File: src/rtl/wdw_pkg.sv
// Summary of operation
// - Port A fall, interrupt, or overflow wakes
// - Halt enters low power, sets power-down flag
// - Power-up or clear-watchdog clears power-down flag
// - Overflow asleep sets expiry, resets PC/stack only
// - Per-pin wake enables; resume after halt
// - Masked or stack-full wake resumes, stays pending
// - Enabled interrupt with free stack gets serviced
// - Flag pending before halt cannot wake
// - Watchdog counts slow oscillator ticks
// - Period field selects 2^(8+n) ticks
// - Key 01010 enables, 10101 disables, else reset
// - Bad key sets key reset flag bit 0
// - Key reset flag cleared only by power-up or software zero
// - Power-on key 01010, period 011
// - Awake time-out resets device, sets expiry flag
// - Bad key, clear-watchdog or halt clears count
// - Halt clears count; disabled watchdog stays stopped
// - Idle enables both zero gives sleep
package wdw_pkg;

    localparam logic [11:0] WDW_CTRL_ADDR = 12'h000;
    localparam logic [11:0] WDW_RSTF_ADDR = 12'h004;
    localparam logic [11:0] WDW_STAT_ADDR = 12'h008;
    localparam logic [11:0] WDW_WAKE_ADDR = 12'h00C;

    localparam logic [7:0] WDW_CTRL_RESET = 8'h53;
    localparam logic [4:0] WDW_KEY_ENABLE = 5'h0A;
    localparam logic [4:0] WDW_KEY_DISABLE = 5'h15;
    localparam int WDW_KEY_LSB = 3;
    localparam int WDW_PERIOD_BASE = 8;
    localparam int WDW_CNT_W = 16;

    localparam int WDW_CLK_HZ = 25000000;
    localparam int WDW_SRESET_US = 10;
    localparam int WDW_SRESET_CYC = (WDW_SRESET_US * (WDW_CLK_HZ / 1000000) > 0)
        ? WDW_SRESET_US * (WDW_CLK_HZ / 1000000) : 1;
    localparam int WDW_PULSE_CYC = 4;

    typedef enum logic [1:0]
    {
        WDW_RUN = 2'b00,
        WDW_SLEEP = 2'b01,
        WDW_IDLE = 2'b10
    } wdw_mode_e;

    typedef struct packed
    {
        logic [4:0] key;
        logic [2:0] period;
    } wdw_ctrl_s;

endpackage

File: src/rtl/wdw_sync.sv
`timescale 1ns/10ps
module wdw_sync
    import wdw_pkg::*;
#(
    parameter int WIDTH = 1
)
(
    input wire logic clk_i,
    input wire logic reset_i,
    input wire logic [WIDTH-1:0] async_i,
    output logic [WIDTH-1:0] level_o,
    output logic [WIDTH-1:0] fall_o
);
    logic [WIDTH-1:0] s1_ff;
    logic [WIDTH-1:0] s2_ff;
    logic [WIDTH-1:0] s3_ff;
    logic [WIDTH-1:0] lvl_ff;
    logic [WIDTH-1:0] nxt_lvl;

    // Change accepted only when stages two and three agree
    genvar g;
    generate
        for (g = 0; g < WIDTH; g++)
        begin : g_bit
            assign nxt_lvl[g] = (s2_ff[g] == s3_ff[g]) ? s3_ff[g] : lvl_ff[g];
        end
    endgenerate

    always_ff @(posedge clk_i or posedge reset_i)
    begin
        if (reset_i)
        begin
            s1_ff <= '1;
            s2_ff <= '1;
            s3_ff <= '1;
            lvl_ff <= '1;
        end
        else
        begin
            s1_ff <= async_i;
            s2_ff <= s1_ff;
            s3_ff <= s2_ff;
            lvl_ff <= nxt_lvl;
        end
    end

    assign level_o = lvl_ff;
    assign fall_o = lvl_ff & ~nxt_lvl;
endmodule

File: src/rtl/wdw_top.sv
// Decided for this implementation: the APB register port and the register offsets.
`timescale 1ns/10ps
module wdw_top
    import wdw_pkg::*;
#(
    parameter int PORT_W = 8,
    parameter int SRESET_CYC = WDW_SRESET_CYC
)
(
    input wire logic clk_i,
    input wire logic reset_i,
    input wire logic psel_i,
    input wire logic penable_i,
    input wire logic pwrite_i,
    input wire logic [11:0] paddr_i,
    input wire logic [31:0] pwdata_i,
    output logic [31:0] prdata_o,
    output logic pready_o,
    output logic pslverr_o,
    input wire logic slow_osc_clock_i,
    input wire logic halt_instr_i,
    input wire logic clear_watchdog_instr_i,
    input wire logic fast_clock_idle_enable_i,
    input wire logic sub_clock_idle_enable_i,
    input wire logic [PORT_W-1:0] port_a_i,
    input wire logic irq_req_i,
    input wire logic irq_enabled_i,
    input wire logic stack_full_i,
    output logic wake_o,
    output logic irq_service_o,
    output logic pc_sp_reset_o,
    output logic device_reset_o,
    output logic sleep_o,
    output logic idle_o,
    output logic power_down_flag_o,
    output logic watchdog_expiry_flag_o
);
    wdw_ctrl_s ctrl_ff;
    logic [PORT_W-1:0] port_a_wake_enable_ff;
    logic watchdog_key_reset_flag_ff;
    logic power_down_flag_ff;
    logic watchdog_expiry_flag_ff;
    wdw_mode_e mode_ff;
    wdw_mode_e nxt_mode;
    logic [WDW_CNT_W-1:0] cnt_ff;
    logic [31:0] sreset_cnt_ff;
    logic sreset_pend_ff;
    logic irq_block_ff;
    logic [31:0] prdata_ff;
    logic pready_ff;
    logic pslverr_ff;
    logic wake_ff;
    logic irq_service_ff;
    logic pc_sp_reset_ff;
    logic device_reset_ff;
    logic [2:0] rst_pulse_ff;
    logic sleep_ff;
    logic idle_ff;
    logic [PORT_W-1:0] pin_wake;

    logic [PORT_W-1:0] port_lvl;
    logic [PORT_W-1:0] port_fall;
    logic [0:0] osc_lvl;
    logic [0:0] osc_fall;

    // Slow oscillator is asynchronous; sampled through the same filter
    // Filters reset high, the idle level, so no false fall follows reset
    wdw_sync #(.WIDTH(PORT_W)) u_port_sync
    (
        .clk_i(clk_i),
        .reset_i(reset_i),
        .async_i(port_a_i),
        .level_o(port_lvl),
        .fall_o(port_fall)
    );

    wdw_sync #(.WIDTH(1)) u_osc_sync
    (
        .clk_i(clk_i),
        .reset_i(reset_i),
        .async_i(slow_osc_clock_i),
        .level_o(osc_lvl),
        .fall_o(osc_fall)
    );

    // APB decode
    wire apb_acc = psel_i & penable_i & ~pready_ff;
    wire apb_wr = apb_acc & pwrite_i;
    wire hit_ctrl = (paddr_i == WDW_CTRL_ADDR);
    wire hit_rstf = (paddr_i == WDW_RSTF_ADDR);
    wire hit_stat = (paddr_i == WDW_STAT_ADDR);
    wire hit_wake = (paddr_i == WDW_WAKE_ADDR);
    wire hit_any = hit_ctrl | hit_rstf | hit_stat | hit_wake;
    wire wr_ctrl = apb_wr & hit_ctrl;
    wire wr_rstf = apb_wr & hit_rstf;
    wire wr_wake = apb_wr & hit_wake;

    // Unused bits read as zero
    wire [31:0] rd_data = hit_ctrl ? {24'h000000, ctrl_ff}
        : hit_rstf ? {31'h00000000, watchdog_key_reset_flag_ff}
        : hit_stat ? {28'h0000000, mode_ff, watchdog_expiry_flag_ff, power_down_flag_ff}
        : hit_wake ? 32'(port_a_wake_enable_ff)
        : 32'h00000000;

    // Key decode
    wire key_en = (ctrl_ff.key == WDW_KEY_ENABLE);
    wire key_dis = (ctrl_ff.key == WDW_KEY_DISABLE);
    wire key_bad = ~key_en & ~key_dis;
    wire asleep = (mode_ff != WDW_RUN);
    // Halt is accepted only while running
    wire halt_go = (mode_ff == WDW_RUN) & halt_instr_i;

    // Time-out compare
    // Fires on the tick that would reach the limit, so a period is 2^(8+n) ticks
    wire [WDW_CNT_W-1:0] limit = WDW_CNT_W'(1) << (WDW_PERIOD_BASE + 32'(ctrl_ff.period));
    wire tick = osc_fall[0] & key_en;
    wire overflow = tick & (cnt_ff >= limit - WDW_CNT_W'(1));
    wire cnt_clear = halt_instr_i | clear_watchdog_instr_i | sreset_pend_ff | overflow;

    // Wake sources; each pin qualified by its own enable
    genvar p;
    generate
        for (p = 0; p < PORT_W; p++)
        begin : g_pin
            assign pin_wake[p] = port_fall[p] & port_a_wake_enable_ff[p];
        end
    endgenerate

    wire port_wake = |pin_wake;
    wire irq_wake = irq_req_i & ~irq_block_ff;
    wire wake_evt = asleep & (port_wake | irq_wake | overflow);
    wire sreset_done = sreset_pend_ff & (sreset_cnt_ff >= 32'(SRESET_CYC - 1));

    // Interrupt is taken at once only if the core can stack it
    wire irq_ready = irq_enabled_i & ~stack_full_i;
    // Overflow resets the device awake, only PC and stack asleep
    wire ovf_awake = overflow & ~asleep;
    wire ovf_asleep = overflow & asleep;

    always_comb
    begin
        nxt_mode = mode_ff;
        if (halt_go)
        begin
            // Both idle enables low gives sleep
            if (!fast_clock_idle_enable_i && !sub_clock_idle_enable_i)
                nxt_mode = WDW_SLEEP;
            else
                nxt_mode = WDW_IDLE;
        end
        else if (wake_evt)
        begin
            nxt_mode = WDW_RUN;
        end
    end

    always_ff @(posedge clk_i or posedge reset_i)
    begin
        if (reset_i)
        begin
            ctrl_ff <= WDW_CTRL_RESET;
            port_a_wake_enable_ff <= '0;
        end
        // Soft reset restores the power-on value
        else if (sreset_done)
        begin
            ctrl_ff <= WDW_CTRL_RESET;
        end
        else
        begin
            if (wr_ctrl)
                ctrl_ff <= pwdata_i[7:0];
            if (wr_wake)
                port_a_wake_enable_ff <= pwdata_i[PORT_W-1:0];
        end
    end

    // Set beats software clear
    always_ff @(posedge clk_i or posedge reset_i)
    begin
        if (reset_i)
            watchdog_key_reset_flag_ff <= 1'b0;
        else if (sreset_done)
            watchdog_key_reset_flag_ff <= 1'b1;
        else if (wr_rstf && !pwdata_i[0])
            watchdog_key_reset_flag_ff <= 1'b0;
    end

    always_ff @(posedge clk_i or posedge reset_i)
    begin
        if (reset_i)
            power_down_flag_ff <= 1'b0;
        // Halt wins over a clear in the same cycle
        else if (halt_go)
            power_down_flag_ff <= 1'b1;
        else if (clear_watchdog_instr_i)
            power_down_flag_ff <= 1'b0;
    end

    // Expiry flag survives the watchdog reset it causes
    always_ff @(posedge clk_i or posedge reset_i)
    begin
        if (reset_i)
            watchdog_expiry_flag_ff <= 1'b0;
        else if (overflow)
            watchdog_expiry_flag_ff <= 1'b1;
        else if (halt_instr_i || clear_watchdog_instr_i)
            watchdog_expiry_flag_ff <= 1'b0;
    end

    always_ff @(posedge clk_i or posedge reset_i)
    begin
        if (reset_i)
            mode_ff <= WDW_RUN;
        else
            mode_ff <= nxt_mode;
    end

    // Request already raised at halt is masked until the request drops
    always_ff @(posedge clk_i or posedge reset_i)
    begin
        if (reset_i)
            irq_block_ff <= 1'b0;
        else if (halt_go)
            irq_block_ff <= irq_req_i;
        else if (!irq_req_i)
            irq_block_ff <= 1'b0;
    end

    always_ff @(posedge clk_i or posedge reset_i)
    begin
        if (reset_i)
            cnt_ff <= '0;
        else if (cnt_clear)
            cnt_ff <= '0;
        // Disabled watchdog gates the tick, so the count holds
        else if (tick)
            cnt_ff <= cnt_ff + WDW_CNT_W'(1);
    end

    // Bad key: reset follows after the soft-reset delay
    always_ff @(posedge clk_i or posedge reset_i)
    begin
        if (reset_i)
        begin
            sreset_pend_ff <= 1'b0;
            sreset_cnt_ff <= '0;
        end
        else if (sreset_done)
        begin
            sreset_pend_ff <= 1'b0;
            sreset_cnt_ff <= '0;
        end
        else if (sreset_pend_ff)
        begin
            sreset_cnt_ff <= sreset_cnt_ff + 32'd1;
        end
        else if (key_bad)
        begin
            sreset_pend_ff <= 1'b1;
        end
    end

    // Reset pulse held a few cycles so the core sees it
    always_ff @(posedge clk_i or posedge reset_i)
    begin
        if (reset_i)
        begin
            rst_pulse_ff <= '0;
            device_reset_ff <= 1'b0;
        end
        else if (sreset_done || ovf_awake)
        begin
            rst_pulse_ff <= 3'(WDW_PULSE_CYC - 1);
            device_reset_ff <= 1'b1;
        end
        else if (rst_pulse_ff != 3'd0)
        begin
            rst_pulse_ff <= rst_pulse_ff - 3'd1;
        end
        else
        begin
            device_reset_ff <= 1'b0;
        end
    end

    always_ff @(posedge clk_i or posedge reset_i)
    begin
        if (reset_i)
        begin
            wake_ff <= 1'b0;
            irq_service_ff <= 1'b0;
            pc_sp_reset_ff <= 1'b0;
        end
        else
        begin
            wake_ff <= wake_evt;
            irq_service_ff <= wake_evt & irq_wake & ~overflow & irq_ready;
            pc_sp_reset_ff <= ovf_asleep;
        end
    end

    always_ff @(posedge clk_i or posedge reset_i)
    begin
        if (reset_i)
        begin
            prdata_ff <= '0;
            pready_ff <= 1'b0;
            pslverr_ff <= 1'b0;
        end
        else
        begin
            // One wait state: ready follows the first access edge
            pready_ff <= apb_acc;
            pslverr_ff <= apb_acc & ~hit_any;
            prdata_ff <= (apb_acc & ~pwrite_i) ? rd_data : 32'h00000000;
        end
    end

    // Decoded from the next mode so these outputs come from flops
    always_ff @(posedge clk_i or posedge reset_i)
    begin
        if (reset_i)
        begin
            sleep_ff <= 1'b0;
            idle_ff <= 1'b0;
        end
        else
        begin
            sleep_ff <= (nxt_mode == WDW_SLEEP);
            idle_ff <= (nxt_mode == WDW_IDLE);
        end
    end

    assign prdata_o = prdata_ff;
    assign pready_o = pready_ff;
    assign pslverr_o = pslverr_ff;
    assign wake_o = wake_ff;
    assign irq_service_o = irq_service_ff;
    assign pc_sp_reset_o = pc_sp_reset_ff;
    assign device_reset_o = device_reset_ff;
    assign sleep_o = sleep_ff;
    assign idle_o = idle_ff;
    assign power_down_flag_o = power_down_flag_ff;
    assign watchdog_expiry_flag_o = watchdog_expiry_flag_ff;
endmodule

File: config.mk
export PLATFORM = sky130hd
export DESIGN_NAME = wdw_top
export DESIGN_NICKNAME = d
export VERILOG_FILES = /design/src/rtl/wdw_pkg.sv /design/src/rtl/wdw_sync.sv /design/src/rtl/wdw_top.sv
export SDC_FILE = /design/constraint.sdc
export NUM_CORES = 1
export LEC_CHECK = 0
export BUFFER_PORTS_ARGS = -buffer_cell sky130_fd_sc_hd__buf_2
export CAP_MARGIN = 40
export CORE_MARGIN = 2
export CORE_UTILIZATION = 55
export CTS_CLUSTER_DIAMETER = 40
export DETAILED_ROUTE_END_ITERATION = 16
export PLACE_DENSITY = 0.79
export SYNTH_ARGS = -nofsm -noshare
export SYNTH_HDL_FRONTEND = slang
export SYNTH_SLANG_ARGS = --single-unit
File: constraint.sdc
create_clock -name clk_i -period 9 [get_ports clk_i]
set_input_delay 1.35 -clock clk_i [delete_from_list [all_inputs] [get_ports clk_i]]
set_output_delay 1.35 -clock clk_i [all_outputs]
set_load 0.05 [all_outputs]
Word-level counts from Yosys, hierarchy flattened
Cells that the tools add are included.
W data, S select, Z words.
{"block": "classes", "add_sub_neg": 5, "n_lt_le_gt_ge": 2, "n_eq_ne": 18, "shift": 1, "mux": 38, "n_bitwise": 51, "reduce_logical": 20}
{"op": "$mux W32", "count": 2}
{"op": "$mux W8", "count": 7}
{"op": "$add A32 B1 Y32 const B", "count": 1}
{"op": "$ge A32 B8 Y1 const B", "count": 1}
{"op": "$mux W16", "count": 2}
{"op": "$and A1 B1 Y1", "count": 30}
{"op": "$eq A12 B4 Y1 const B", "count": 2}
{"op": "$mux W1", "count": 22}
{"op": "$add A16 B1 Y16 const B", "count": 1}
{"op": "$ge A16 B16 Y1", "count": 1}
{"op": "$reduce_bool A2 Y1", "count": 8}
{"op": "$shl A1 B5 Y16 const A", "count": 1}
{"op": "$sub A16 B1 Y16 const B", "count": 1}
{"op": "$eq A12 B3 Y1 const B", "count": 1}
{"op": "$logic_not A12 Y1", "count": 1}
{"op": "$not A1 Y1", "count": 11}
{"op": "$eq A1 B1 Y1", "count": 9}
{"op": "$and A8 B8 Y8", "count": 1}
{"op": "$not A8 Y8", "count": 1}
{"op": "$or A1 B1 Y1", "count": 8}
{"op": "$reduce_or A8 Y1", "count": 1}
{"op": "$mux W2", "count": 3}
{"op": "$mux W3", "count": 2}
{"op": "$add A4 B3 Y5 const A", "count": 1}
{"op": "13 further kinds", "count": 17}
{"block": "totals", "register_bits": 126, "in_bits": 65, "output_inout_bits": 42, "elab_cells": 164}

Depth between registers and ports, before layout
Gate-level depths: netlist (run 1).
{"block": "logic_depth", "depth_word": 12, "depth_mapped": 9, "depth_no_buf": 7}

Cells and area by module
A second synthesis (run 1) with hierarchy kept.
{"block": "hier_totals", "cells_unflattened": 526, "hier_area_um2": 5796.8}
{"mod": "wdw_top", "n_inst": 1, "cells_per_inst": 470, "area_per_inst_um2": 4674.5, "seq_area_each_um2": 2257.2}
{"mod": "wdw_sync at u_port_sync", "n_inst": 1, "cells_per_inst": 49, "area_per_inst_um2": 994.7, "seq_area_each_um2": 840.8}
{"mod": "wdw_sync at u_osc_sync", "n_inst": 1, "cells_per_inst": 7, "area_per_inst_um2": 127.6, "seq_area_each_um2": 105.1}

Worst setup path after synthesis (run 1)
No wires, ideal clock.
{"block": "synth_timing", "path_type": "in2reg", "startpoint": "input port paddr_i[3]", "endpoint": "register port_a_wake_enable_ff[0]", "setup_time_ns": 0.125, "t_arrival_ns": 2.841, "t_required_ns": 8.875, "setup_slack_ns": 6.034, "stages": 6, "n_path_buf": 3, "path_cell_list": "clkbuf_1 > and2_1 > clkbuf_1 > or3b_1 > buf_6 > mux2_4"}
{"block": "synth_between", "elab_chain_cells": 3}
{"item": "start: declaration", "line": "wdw_top.sv:15", "source": "input wire logic [11:0] paddr_i,"}
{"item": "$eq A12 B4 Y1", "line": "wdw_top.sv:92", "source": "wire hit_wake = (paddr_i == WDW_WAKE_ADDR);"}
{"item": "$and A1 B1 Y1", "line": "wdw_top.sv:96", "source": "wire wr_wake = apb_wr & hit_wake;"}
{"item": "$reduce_and A2 Y1 (no source line)"}
{"item": "end signal: assignment", "line": "wdw_top.sv:174", "source": "port_a_wake_enable_ff <= pwdata_i[PORT_W-1:0];"}
{"item": "end: declaration", "line": "wdw_top.sv:39", "source": "logic [PORT_W-1:0] port_a_wake_enable_ff;"}
No other way between the ends.
A chain may end at the register's enable or synchronous reset.

Final worst setup path (run 1)
{"block": "layout_timing", "startpoint": "register ctrl_ff[6] (netlist name)", "endpoint": "register cnt_ff[13]"}
{"block": "layout_between", "elab_chain_cells": 5, "word_cells_on_any_way": 6, "cone_classes": "eq/ne: 1; mux: 1; bitwise: 3; reduce/logical: 1"}
{"item": "start: declaration", "line": "wdw_top.sv:38", "source": "wdw_ctrl_s ctrl_ff;"}
{"item": "start signal: assignment", "line": "wdw_top.sv:172", "source": "ctrl_ff <= pwdata_i[7:0];"}
{"item": "$eq A5 B4 Y1 *", "line": "wdw_top.sv:106", "source": "wire key_en = (ctrl_ff.key == WDW_KEY_ENABLE);"}
{"item": "$and A1 B1 Y1 *", "line": "wdw_top.sv:116", "source": "wire tick = osc_fall[0] & key_en;"}
{"item": "$and A1 B1 Y1", "line": "wdw_top.sv:117", "source": "wire overflow = tick & (cnt_ff >= limit - WDW_CNT_W'(1));"}
{"item": "$or A1 B1 Y1", "line": "wdw_top.sv:118", "source": "wire cnt_clear = halt_instr_i | clear_watchdog_instr_i | sreset_pend_ff | overflow;"}
{"item": "$mux W16 or $reduce_bool A2 Y1 (tied branches)"}
{"item": "end signal: assignment", "line": "wdw_top.sv:238", "source": "cnt_ff <= cnt_ff + WDW_CNT_W'(1);"}
{"item": "end: declaration", "line": "wdw_top.sv:45", "source": "logic [WDW_CNT_W-1:0] cnt_ff;"}
Mark *: on every way between the ends. The rest lies on a longest branch, timed or not.

==> results of run 1 <==
==> cell usage in the layout (no fill, tap or decap), drive strengths merged, types with 15 or more instances in the layout <==
cell type,Yosys,final
xnor2,18,18
buf,26,62
clkbuf,14,26
dfrtp,86,86
mux2i,15,15
nand2,26,26
conb,2,25
nor2,85,85
dfstp,40,40
nor4,18,18
==> routing by layer <==
layer / vias to the layer above / part of all wire [%] / global-route usage [%]
met5: - / 0 / 0
met4: 0 / 1.7 / 8.65
met3: 19 / 3.3 / 5.94
met2: 86 / 50 / 37.5
met1: 1946 / 45 / 28.7
li1: 1879 / - / -
==> path summary, 6_finish.rpt <==
path / from / to / cells past startpoint
max: ctrl_ff[6] / cnt_ff[13] / 6
min: u_port_sync.s1_ff[1] / u_port_sync.s2_ff[1] / 0
max reg2reg: ctrl_ff[6] / cnt_ff[13] / 6
min reg2reg: u_port_sync.s1_ff[1] / u_port_sync.s2_ff[1] / 0
max in group asynchronous: reset_i / sreset_cnt_ff[25] / 3
min in group asynchronous: reset_i / cnt_ff[5] / 2
==> kinds of logic after synthesis <==
group / Yosys count
flip-flops: 126
XOR/XNOR: 26
other: 2
AND/OR/NAND/NOR: 203
multiplexers: 23
AO/OA/AOI/OAI: 56
buffers and inverters: 54
adder cells (fa/ha/maj): 22
==> worst register-to-register path, delay by kind of cell (launching register included) <==
family	cells	cell delay (ns)
flip-flops	1	0.55
buffers and inverters	1	0.28
AO/OA/AOI/OAI	2	0.95
AND/OR/NAND/NOR	3	0.93
==> sequential cells by signal, summed over array words and instances, names as in the netlist, 8 cells and up <==
| signal | count |
|---|---|
| cnt_ff | 16 |
| ctrl_ff | 8 |
| port_a_wake_enable_ff | 8 |
| prdata_o | 8 |
| sreset_cnt_ff | 32 |
| u_port_sync.level_o | 8 |
| u_port_sync.s1_ff | 8 |
| u_port_sync.s2_ff | 8 |
| u_port_sync.s3_ff | 8 |
==> power groups by stage <==
stage / Combinational [W] / Clock [W] / Sequential, W
finish: 0.000162 / 0.000621 / 0.000633
global route: 0.000182 / 0.000658 / 0.000638
CTS: 0.000164 / 0.000631 / 0.000633
detailed placement: 0.000163 / 0 / 0.000642
global placement: 0.000155 / 0 / 0.000640
floorplan: 0.000116 / 0 / 0.000653
==> per-stage QoR <==
step	power, W	cell area [um2]	worst slack (ns)
finish	0.00142	6570	6.18
global route	0.00148	6570	5.86
CTS	0.00143	6570	6.17
detailed placement	0.000804	6020	5.82
global placement	0.000795	6000	5.88
floorplan	0.000769	5780	4.36
==> cells in the mapped netlist, drive strengths merged (3+ instances only) <==
master,n
dfrtp,86
nor2,85
dfstp,40
buf,26
nand2,26
nor4,18
xnor2,18
mux2i,15
a21oi,14
clkbuf,14
ha,14
inv,14
nand3,14
nor3,11
a31oi,10
maj3,8
mux2,8
xor2,8
and3,7
nand4,7
and4,6
nor4bb,6
o21ai,6
and2,5
nand2b,5
a22oi,4
a41oi,4
a211oi,3
nor2b,3
or2,3
==> layout make-up <==
| class | count | area (um2) | share of cell area [%] |
|---|---|---|---|
| Inverter | 14 | 55.1 | 0.838 |
| Clock buffer | 26 | 488 | 7.43 |
| Tap cell | 136 | 170 | 2.59 |
| Clock inverter | 6 | 57.6 | 0.876 |
| Sequential cell | 126 | 3200 | 48.8 |
| Timing Repair Buffer | 63 | 328 | 4.99 |
| Multi-Input combinational cell | 355 | 2270 | 34.5 |
==> impl_results.html, run 1 <==
<table>
<tr><th>Metric</th><th>Value</th></tr>
<tr><th colspan="2">Yosys</th></tr>
<tr><td>Post-synthesis cell type count</td><td>52</td></tr>
<tr><td>Synth top area share</td><td>around 38%</td></tr>
<tr><td>Average cell area after synthesis</td><td>between 10 and 15 um2</td></tr>
<tr><td>Count of flip-flops with a built-in enable after synthesis</td><td>0</td></tr>
<tr><td>Sequential element share of the synthesized area</td><td>between 50% and 60%</td></tr>
<tr><td>Largest cells by area after synthesis</td><td>sky130_fd_sc_hd__dfrtp_1 (38%), sky130_fd_sc_hd__dfstp_2 (18%), sky130_fd_sc_hd__nor2_1 (5.6%)</td></tr>
<tr><td>Instance count of the mapped netlist</td><td>between 500 and 600</td></tr>
<tr><td>Adder-cell area share of the yosys netlist</td><td>4.48%</td></tr>
<tr><td>Combinational family with the most area after synthesis</td><td>simple AND/OR/NAND/NOR gates</td></tr>
<tr><td>Area of the mapped netlist</td><td>approximately 5700 um2</td></tr>
<tr><td>Synth Area in XOR/XNOR</td><td>approximately 4%</td></tr>
<tr><td>Yosys Warn Count</td><td>0</td></tr>
<tr><td>Simple-Gate Fraction of Synth Area</td><td>a little under a fifth</td></tr>
<tr><td>Post-synthesis register bit count</td><td>~130</td></tr>
<tr><td>Compound-gate portion of the synthesized area</td><td>6.66%</td></tr>
<tr><td>Library cell occupying the most area in the post-synthesis netlist</td><td>sky130_fd_sc_hd__dfrtp_1</td></tr>
<tr><td>Portion of netlist area occupied by mux cells</td><td>roughly 4.7%</td></tr>
<tr><td>Fraction of synthesis flops using an asynchronous set or reset pin</td><td>between 90% and 100%</td></tr>
<tr><td>Ys flop type</td><td>sky130_fd_sc_hd__dfrtp_1</td></tr>
<tr><th colspan="2">Clocking</th></tr>
<tr><td>Number of buffers created by CTS</td><td>17</td></tr>
<tr><td>Clock Tree Buf Depth</td><td>2</td></tr>
<tr><td>Post-CTS setup buffer count</td><td>0</td></tr>
<tr><td>Worst-Skew Late Latency</td><td>0.52 ns</td></tr>
<tr><td>Count of cells resized by post-cts repair</td><td>0</td></tr>
<tr><td>Number of H-tree levels</td><td>4</td></tr>
<tr><td>Clock-pin slew reported for the worst setup and hold paths after clock tree synthesis</td><td>0.05 ns</td></tr>
<tr><td>CTS tree</td><td>yes</td></tr>
<tr><td>CTS root buf</td><td>sky130_fd_sc_hd__clkbuf_8</td></tr>
<tr><td>CTS sink cnt</td><td>roughly 130</td></tr>
<tr><td>Number of hold buffers added after cts</td><td>0</td></tr>
<tr><th colspan="2">Flow run</th></tr>
<tr><td>Number of violations of the max-capacitance limit</td><td>0</td></tr>
<tr><th colspan="2">Critical path</th></tr>
<tr><td>Setup slack of the worst register-to-register path</td><td>slightly above 6 ns</td></tr>
<tr><td>Standard cell with the maximum stage delay on the critical path</td><td>sky130_fd_sc_hd__nand4b_1</td></tr>
<tr><td>Category of the critical setup timing path</td><td>register to register</td></tr>
<tr><td>Highest cell delay on the worst timing path</td><td>just over 0.6 ns</td></tr>
<tr><td>Crit-path max FO</td><td>17</td></tr>
<tr><td>Arrival time of data at the critical path endpoint</td><td>around 3.2 ns</td></tr>
<tr><td>Kind of end point of the critical path</td><td>register</td></tr>
<tr><td>Number of buffer and inverter instances along the worst setup path</td><td>1</td></tr>
<tr><td>Largest delay share family, worst path</td><td>compound AO/OA/AOI/OAI gates</td></tr>
<tr><td>Type of origin of the critical path</td><td>register</td></tr>
<tr><td>Worst EP required</td><td>between 9 and 10 ns</td></tr>
<tr><td>Critical-path cell list</td><td>and4bb_2, nand4b_1, o21bai_1, o21ai_1, buf_4, nor2_1</td></tr>
<tr><th colspan="2">Routing</th></tr>
<tr><td>Routed via count</td><td>~4,000</td></tr>
<tr><td>Routed length per instance</td><td>between 15 and 20 um</td></tr>
<tr><td>DRC marker count from the first detailed-route iteration</td><td>approximately 300</td></tr>
<tr><td>Via-per-instance ratio</td><td>about 5.4</td></tr>
<tr><td>DRC viols</td><td>0</td></tr>
<tr><td>Router iterations before antenna repair</td><td>5</td></tr>
<tr><td>Antenna Violating Nets Remaining</td><td>0</td></tr>
<tr><td>Wirelength, routed</td><td>approximately 11,000 um</td></tr>
<tr><th colspan="2">Power and ir drop</th></tr>
<tr><td>Sw Share</td><td>25.5%</td></tr>
<tr><td>Largest voltage drop on the vdd net</td><td>0.0946 mV</td></tr>
<tr><td>Internal Pwr Total</td><td>between 0.001 and 0.0015 W</td></tr>
<tr><td>Combinational cell fraction of total power</td><td>11.5%</td></tr>
<tr><td>Switching component of the power</td><td>0.000361 W</td></tr>
<tr><td>Clk pwr share</td><td>between 40% and 50%</td></tr>
<tr><td>Leakage</td><td>slightly above 3 nW</td></tr>
<tr><td>Pwr dens</td><td>216 nW/um2</td></tr>
<tr><td>Portion of total power attributed to sequential cells</td><td>44.7%</td></tr>
<tr><th colspan="2">Global route</th></tr>
<tr><td>Final global-route overflow total</td><td>0</td></tr>
<tr><td>Largest net degree at the start of global routing</td><td>71</td></tr>
<tr><td>Via count of the first global-routing pass</td><td>4,097</td></tr>
<tr><td>Antenna violations before repair</td><td>0</td></tr>
<tr><td>Overall global routing resource usage</td><td>roughly 23%</td></tr>
<tr><td>Wire length of the first global-routing pass</td><td>around 20,000 um</td></tr>
<tr><th colspan="2">Timing</th></tr>
<tr><td>Maximum achievable frequency</td><td>around 350 MHz</td></tr>
<tr><td>Rel. slew slack</td><td>45.7%</td></tr>
<tr><td>RSZ-0062 raised after global routing</td><td>no</td></tr>
<tr><td>Share of the clock period used by the worst path</td><td>between 30% and 40%</td></tr>
<tr><td>Total of endpoints with negative setup slack in the final report</td><td>0</td></tr>
<tr><td>Setup TNS Final</td><td>0 ns</td></tr>
<tr><td>Skew final</td><td>between 0.006 and 0.007 ns</td></tr>
<tr><td>Min Hold Slack</td><td>0.354 ns</td></tr>
<tr><td>Hold violation total from the final report</td><td>0</td></tr>
<tr><td>Number of max-slew violations in the final report</td><td>0</td></tr>
<tr><td>Min Tclk post-route</td><td>~2.8 ns</td></tr>
<tr><td>Transition time of the tightest slew-check pin</td><td>a little over 0.8 ns</td></tr>
<tr><th colspan="2">Final layout</th></tr>
<tr><td>Number of inserted filler cells in the final layout</td><td>~800</td></tr>
<tr><td>Share of the core filled with cells in the final layout</td><td>64.5%</td></tr>
<tr><td>Share of post-route cells with drive strength above 1</td><td>25.1%</td></tr>
<tr><td>Post-route non-filler standard cell count</td><td>roughly 730</td></tr>
<tr><td>Layout-stage area growth over the synthesis result</td><td>15.4%</td></tr>
<tr><td>NumNets Final</td><td>approximately 660</td></tr>
<tr><td>Number of inserted diodes</td><td>0</td></tr>
<tr><th colspan="2">Floorplan</th></tr>
<tr><td>Starting density of the core</td><td>between 50% and 60%</td></tr>
<tr><td>Core area</td><td>10,200 um2</td></tr>
<tr><td>Row count</td><td>37</td></tr>
<tr><td>Die area</td><td>11,200 um2</td></tr>
<tr><td>Chip Width</td><td>between 100 and 150 um</td></tr>
<tr><td>Top Ports</td><td>roughly 110</td></tr>
<tr><td>Die span in y</td><td>106 um</td></tr>
<tr><th colspan="2">Placed design</th></tr>
<tr><td>Placer's final routability congestion estimate</td><td>between 0.8 and 0.9</td></tr>
<tr><td>Number of buffers inserted by port buffering</td><td>58</td></tr>
<tr><td>HPWL after detailed placement</td><td>7790 um</td></tr>
<tr><td>Cell count after placement</td><td>between 600 and 700</td></tr>
<tr><th colspan="2">Run status</th></tr>
<tr><td>Result of the run</td><td>completed</td></tr>
<tr><th colspan="2">Worst hold path</th></tr>
<tr><td>Path category of the worst min-delay check</td><td>register to register</td></tr>
</table>
(Power assumes the default switching activity.)
==> run 2, diff against run 1 <==
Settings changed: CORE_UTILIZATION 55 to 50, PLACE_DENSITY 0.79 to 0.76.
Clock period 9 ns to 2.4 ns, I/O delays scaled along.
==> impl_results.html, run 2 (synthesis gave the netlist of run 1 again) <==
<table>
<tr><th>Metric</th><th>Value</th></tr>
<tr><th colspan="2">Clocking</th></tr>
<tr><td>Number of hold buffers added after cts</td><td>0</td></tr>
<tr><td>Post-CTS setup buffer count</td><td>0</td></tr>
<tr><td>CTS tree</td><td>yes</td></tr>
<tr><td>Clock-pin slew reported for the worst setup and hold paths after clock tree synthesis</td><td>around 0.05 ns</td></tr>
<tr><td>Number of buffers created by CTS</td><td>17</td></tr>
<tr><td>Count of cells resized by post-cts repair</td><td>0</td></tr>
<tr><td>CTS sink cnt</td><td>126</td></tr>
<tr><td>Clock Tree Buf Depth</td><td>2</td></tr>
<tr><td>Worst-Skew Late Latency</td><td>just over 0.4 ns</td></tr>
<tr><td>Number of H-tree levels</td><td>4</td></tr>
<tr><td>CTS root buf</td><td>sky130_fd_sc_hd__clkbuf_16</td></tr>
<tr><th colspan="2">Final layout</th></tr>
<tr><td>Share of the core filled with cells in the final layout</td><td>between 60% and 70%</td></tr>
<tr><td>Commonest non-fill, non-tap cell in the layout</td><td>sky130_fd_sc_hd__dfrtp_1</td></tr>
<tr><td>Post-route cell area</td><td>about 6700 um2</td></tr>
<tr><td>Post-route non-filler standard cell count</td><td>743</td></tr>
<tr><td>NumNets Final</td><td>670</td></tr>
<tr><td>Max FFs per register</td><td>32</td></tr>
<tr><td>Register with the most flip-flops</td><td>sreset_cnt_ff</td></tr>
<tr><td>Share of post-route cells with drive strength above 1</td><td>roughly 28%</td></tr>
<tr><td>Total area of sequential cells</td><td>3200 um2</td></tr>
<tr><td>Number of inserted filler cells in the final layout</td><td>a little under 900</td></tr>
<tr><td>Commonest cells after routing, fill and taps aside</td><td>sky130_fd_sc_hd__dfrtp_1 (85), sky130_fd_sc_hd__nor2_1 (84), sky130_fd_sc_hd__buf_2 (58)</td></tr>
<tr><td>Total area of multi-input combinational cells</td><td>roughly 2300 um2</td></tr>
<tr><td>Top Registers</td><td>sreset_cnt_ff x32, cnt_ff x16</td></tr>
<tr><td>Layout-stage area growth over the synthesis result</td><td>18.4%</td></tr>
<tr><td>Number of inserted diodes</td><td>0</td></tr>
<tr><th colspan="2">Critical path</th></tr>
<tr><td>Highest cell delay on the worst timing path</td><td>approximately 0.55 ns</td></tr>
<tr><td>Category of the critical setup timing path</td><td>register to register</td></tr>
<tr><td>Type of origin of the critical path</td><td>register</td></tr>
<tr><td>Standard cell with the maximum stage delay on the critical path</td><td>sky130_fd_sc_hd__dfstp_2</td></tr>
<tr><td>Crit-path max FO</td><td>5</td></tr>
<tr><td>Kind of end point of the critical path</td><td>register</td></tr>
<tr><td>Arrival time of data at the critical path endpoint</td><td>about 2.6 ns</td></tr>
<tr><td>Most common cell on crit path</td><td>sky130_fd_sc_hd__a21o_1</td></tr>
<tr><td>Setup slack of the worst register-to-register path</td><td>~0.064 ns</td></tr>
<tr><td>Critical-path cell list</td><td>nor2_1, ha_1, a21o_1, a21o_1, a2111oi_2, nor2_2, a221o_1</td></tr>
<tr><td>Launching instance or port of the critical path</td><td>ctrl_ff[1]</td></tr>
<tr><td>Critical R2R Launch</td><td>ctrl_ff[1]</td></tr>
<tr><td>Worst EP required</td><td>2.70 ns</td></tr>
<tr><th colspan="2">Placed design</th></tr>
<tr><td>Placed Area</td><td>6170 um2</td></tr>
<tr><td>Cell count after placement</td><td>slightly above 700</td></tr>
<tr><td>Number of buffers inserted by port buffering</td><td>between 50 and 60</td></tr>
<tr><td>HPWL after detailed placement</td><td>between 7000 and 8000 um</td></tr>
<tr><td>Placer's final routability congestion estimate</td><td>0.861</td></tr>
<tr><th colspan="2">Timing</th></tr>
<tr><td>Transition time of the tightest slew-check pin</td><td>between 0.6 and 0.7 ns</td></tr>
<tr><td>Total of endpoints with negative setup slack in the final report</td><td>0</td></tr>
<tr><td>Min Hold Slack</td><td>between 0.03 and 0.04 ns</td></tr>
<tr><td>Number of max-slew violations in the final report</td><td>0</td></tr>
<tr><td>Share of the clock period used by the worst path</td><td>between 90% and 100%</td></tr>
<tr><td>Rel. slew slack</td><td>about 58%</td></tr>
<tr><td>RSZ-0062 raised after global routing</td><td>yes</td></tr>
<tr><td>Maximum achievable frequency</td><td>~430 MHz</td></tr>
<tr><td>Hold violation total from the final report</td><td>0</td></tr>
<tr><td>Min Tclk post-route</td><td>2.34 ns</td></tr>
<tr><td>Skew final</td><td>0.00818 ns</td></tr>
<tr><td>Setup TNS Final</td><td>0 ns</td></tr>
<tr><th colspan="2">Routing</th></tr>
<tr><td>Met2 WL</td><td>~5600 um</td></tr>
<tr><td>Router iterations before antenna repair</td><td>5</td></tr>
<tr><td>Met1 wire length</td><td>5110 um</td></tr>
<tr><td>Uppermost routed layer</td><td>met4</td></tr>
<tr><td>Routed wire length on met3</td><td>~580 um</td></tr>
<tr><td>DRC viols</td><td>0</td></tr>
<tr><td>Routed length per instance</td><td>~16 um</td></tr>
<tr><td>Wirelength, routed</td><td>roughly 12,000 um</td></tr>
<tr><td>DRC marker count from the first detailed-route iteration</td><td>336</td></tr>
<tr><td>Antenna Violating Nets Remaining</td><td>0</td></tr>
<tr><td>Via-per-instance ratio</td><td>roughly 5.4</td></tr>
<tr><td>Routed via count</td><td>just over 4,000</td></tr>
<tr><th colspan="2">Global route</th></tr>
<tr><td>Antenna violations before repair</td><td>0</td></tr>
<tr><td>Final global-route overflow total</td><td>0</td></tr>
<tr><td>Overall global routing resource usage</td><td>between 20% and 30%</td></tr>
<tr><td>Via count of the first global-routing pass</td><td>between 4,000 and 5,000</td></tr>
<tr><td>Largest net degree at the start of global routing</td><td>slightly below 50</td></tr>
<tr><td>Wire length of the first global-routing pass</td><td>19,800 um</td></tr>
<tr><th colspan="2">Floorplan</th></tr>
<tr><td>Starting density of the core</td><td>between 50% and 60%</td></tr>
<tr><td>Die area</td><td>between 10,000 and 15,000 um2</td></tr>
<tr><td>Row count</td><td>38</td></tr>
<tr><td>Chip Width</td><td>~110 um</td></tr>
<tr><td>Top Ports</td><td>~110</td></tr>
<tr><td>Core area</td><td>around 11,000 um2</td></tr>
<tr><td>Die span in y</td><td>111 um</td></tr>
<tr><th colspan="2">Flow run</th></tr>
<tr><td>Number of violations of the max-capacitance limit</td><td>0</td></tr>
<tr><th colspan="2">Worst hold path</th></tr>
<tr><td>Path category of the worst min-delay check</td><td>input port to async pin</td></tr>
<tr><th colspan="2">Power and ir drop</th></tr>
<tr><td>Leakage</td><td>around 3.2 nW</td></tr>
<tr><td>Largest voltage drop on the vdd net</td><td>~0.49 mV</td></tr>
<tr><td>Pwr dens</td><td>between 800 and 900 nW/um2</td></tr>
<tr><th colspan="2">Run status</th></tr>
<tr><td>Result of the run</td><td>completed</td></tr>
</table>
[run 2: cell count changes in the layout (fill, tap and decap cells not counted), sizes merged]
cell	change
clkbuf	-1
inv	-1
clkdlybuf4s18	-1
buf	+15
clkinvlp	+2
clkinv	-1
[run 2: worst max-delay path, delay by kind of cell (launching register included)]
| family | cells | cell delay (ns) |
|---|---|---|
| compound gates | 4 | 1.18 |
| fa+ha+maj | 1 | 0.29 |
| flops | 1 | 0.55 |
| simple gates | 2 | 0.19 |
[run 2: per-stage QoR]
stage          setup slack (ns)  total power (W)
2_1_floorplan           0.00559          0.00288
3_3_place_gp              0.103          0.00301
3_5_place_dp             0.0493          0.00305
4_1_cts                  0.0168          0.00548
5_1_grt                 -0.0540          0.00565
6_report                 0.0637          0.00542
[run 2: worst paths after layout]
| check | depth (start not counted) | to |
|---|---|---|
| setup / recovery | 7 | device_reset_o |
| hold / removal | 2 | pslverr_o |
| setup reg to reg | 7 | device_reset_o |
| hold reg to reg | 0 | u_port_sync.s2_ff[0] |
| max in group asynchronous | 3 | u_port_sync.level_o[5] |
| min in group clk_i | 1 | u_osc_sync.s1_ff |
[run 2: final cells by class]
cell class / count / area share, %
multi-input cells: 355 / 34.0
inverters: 14 / 0.836
clock buffers: 25 / 7.35
clock inverters: 6 / 0.891
repair buffers: 77 / 6.80
flip-flops and latches: 126 / 47.6
well taps: 140 / 2.60
[run 2: power by group]
group | total [W] | switching [W] | internal [W]
combinational | 0.000657 | 0.000432 | 0.000224
sequential | 0.00237 | 0.0000916 | 0.00228
clock | 0.00239 | 0.000872 | 0.00152
[run 2: layer usage]
metal	track usage (%)	up-vias
li1	-	1896
met4	10.7	0
met1	25.7	1978
met2	31.2	123
met5	0	-
met3	5.85	27
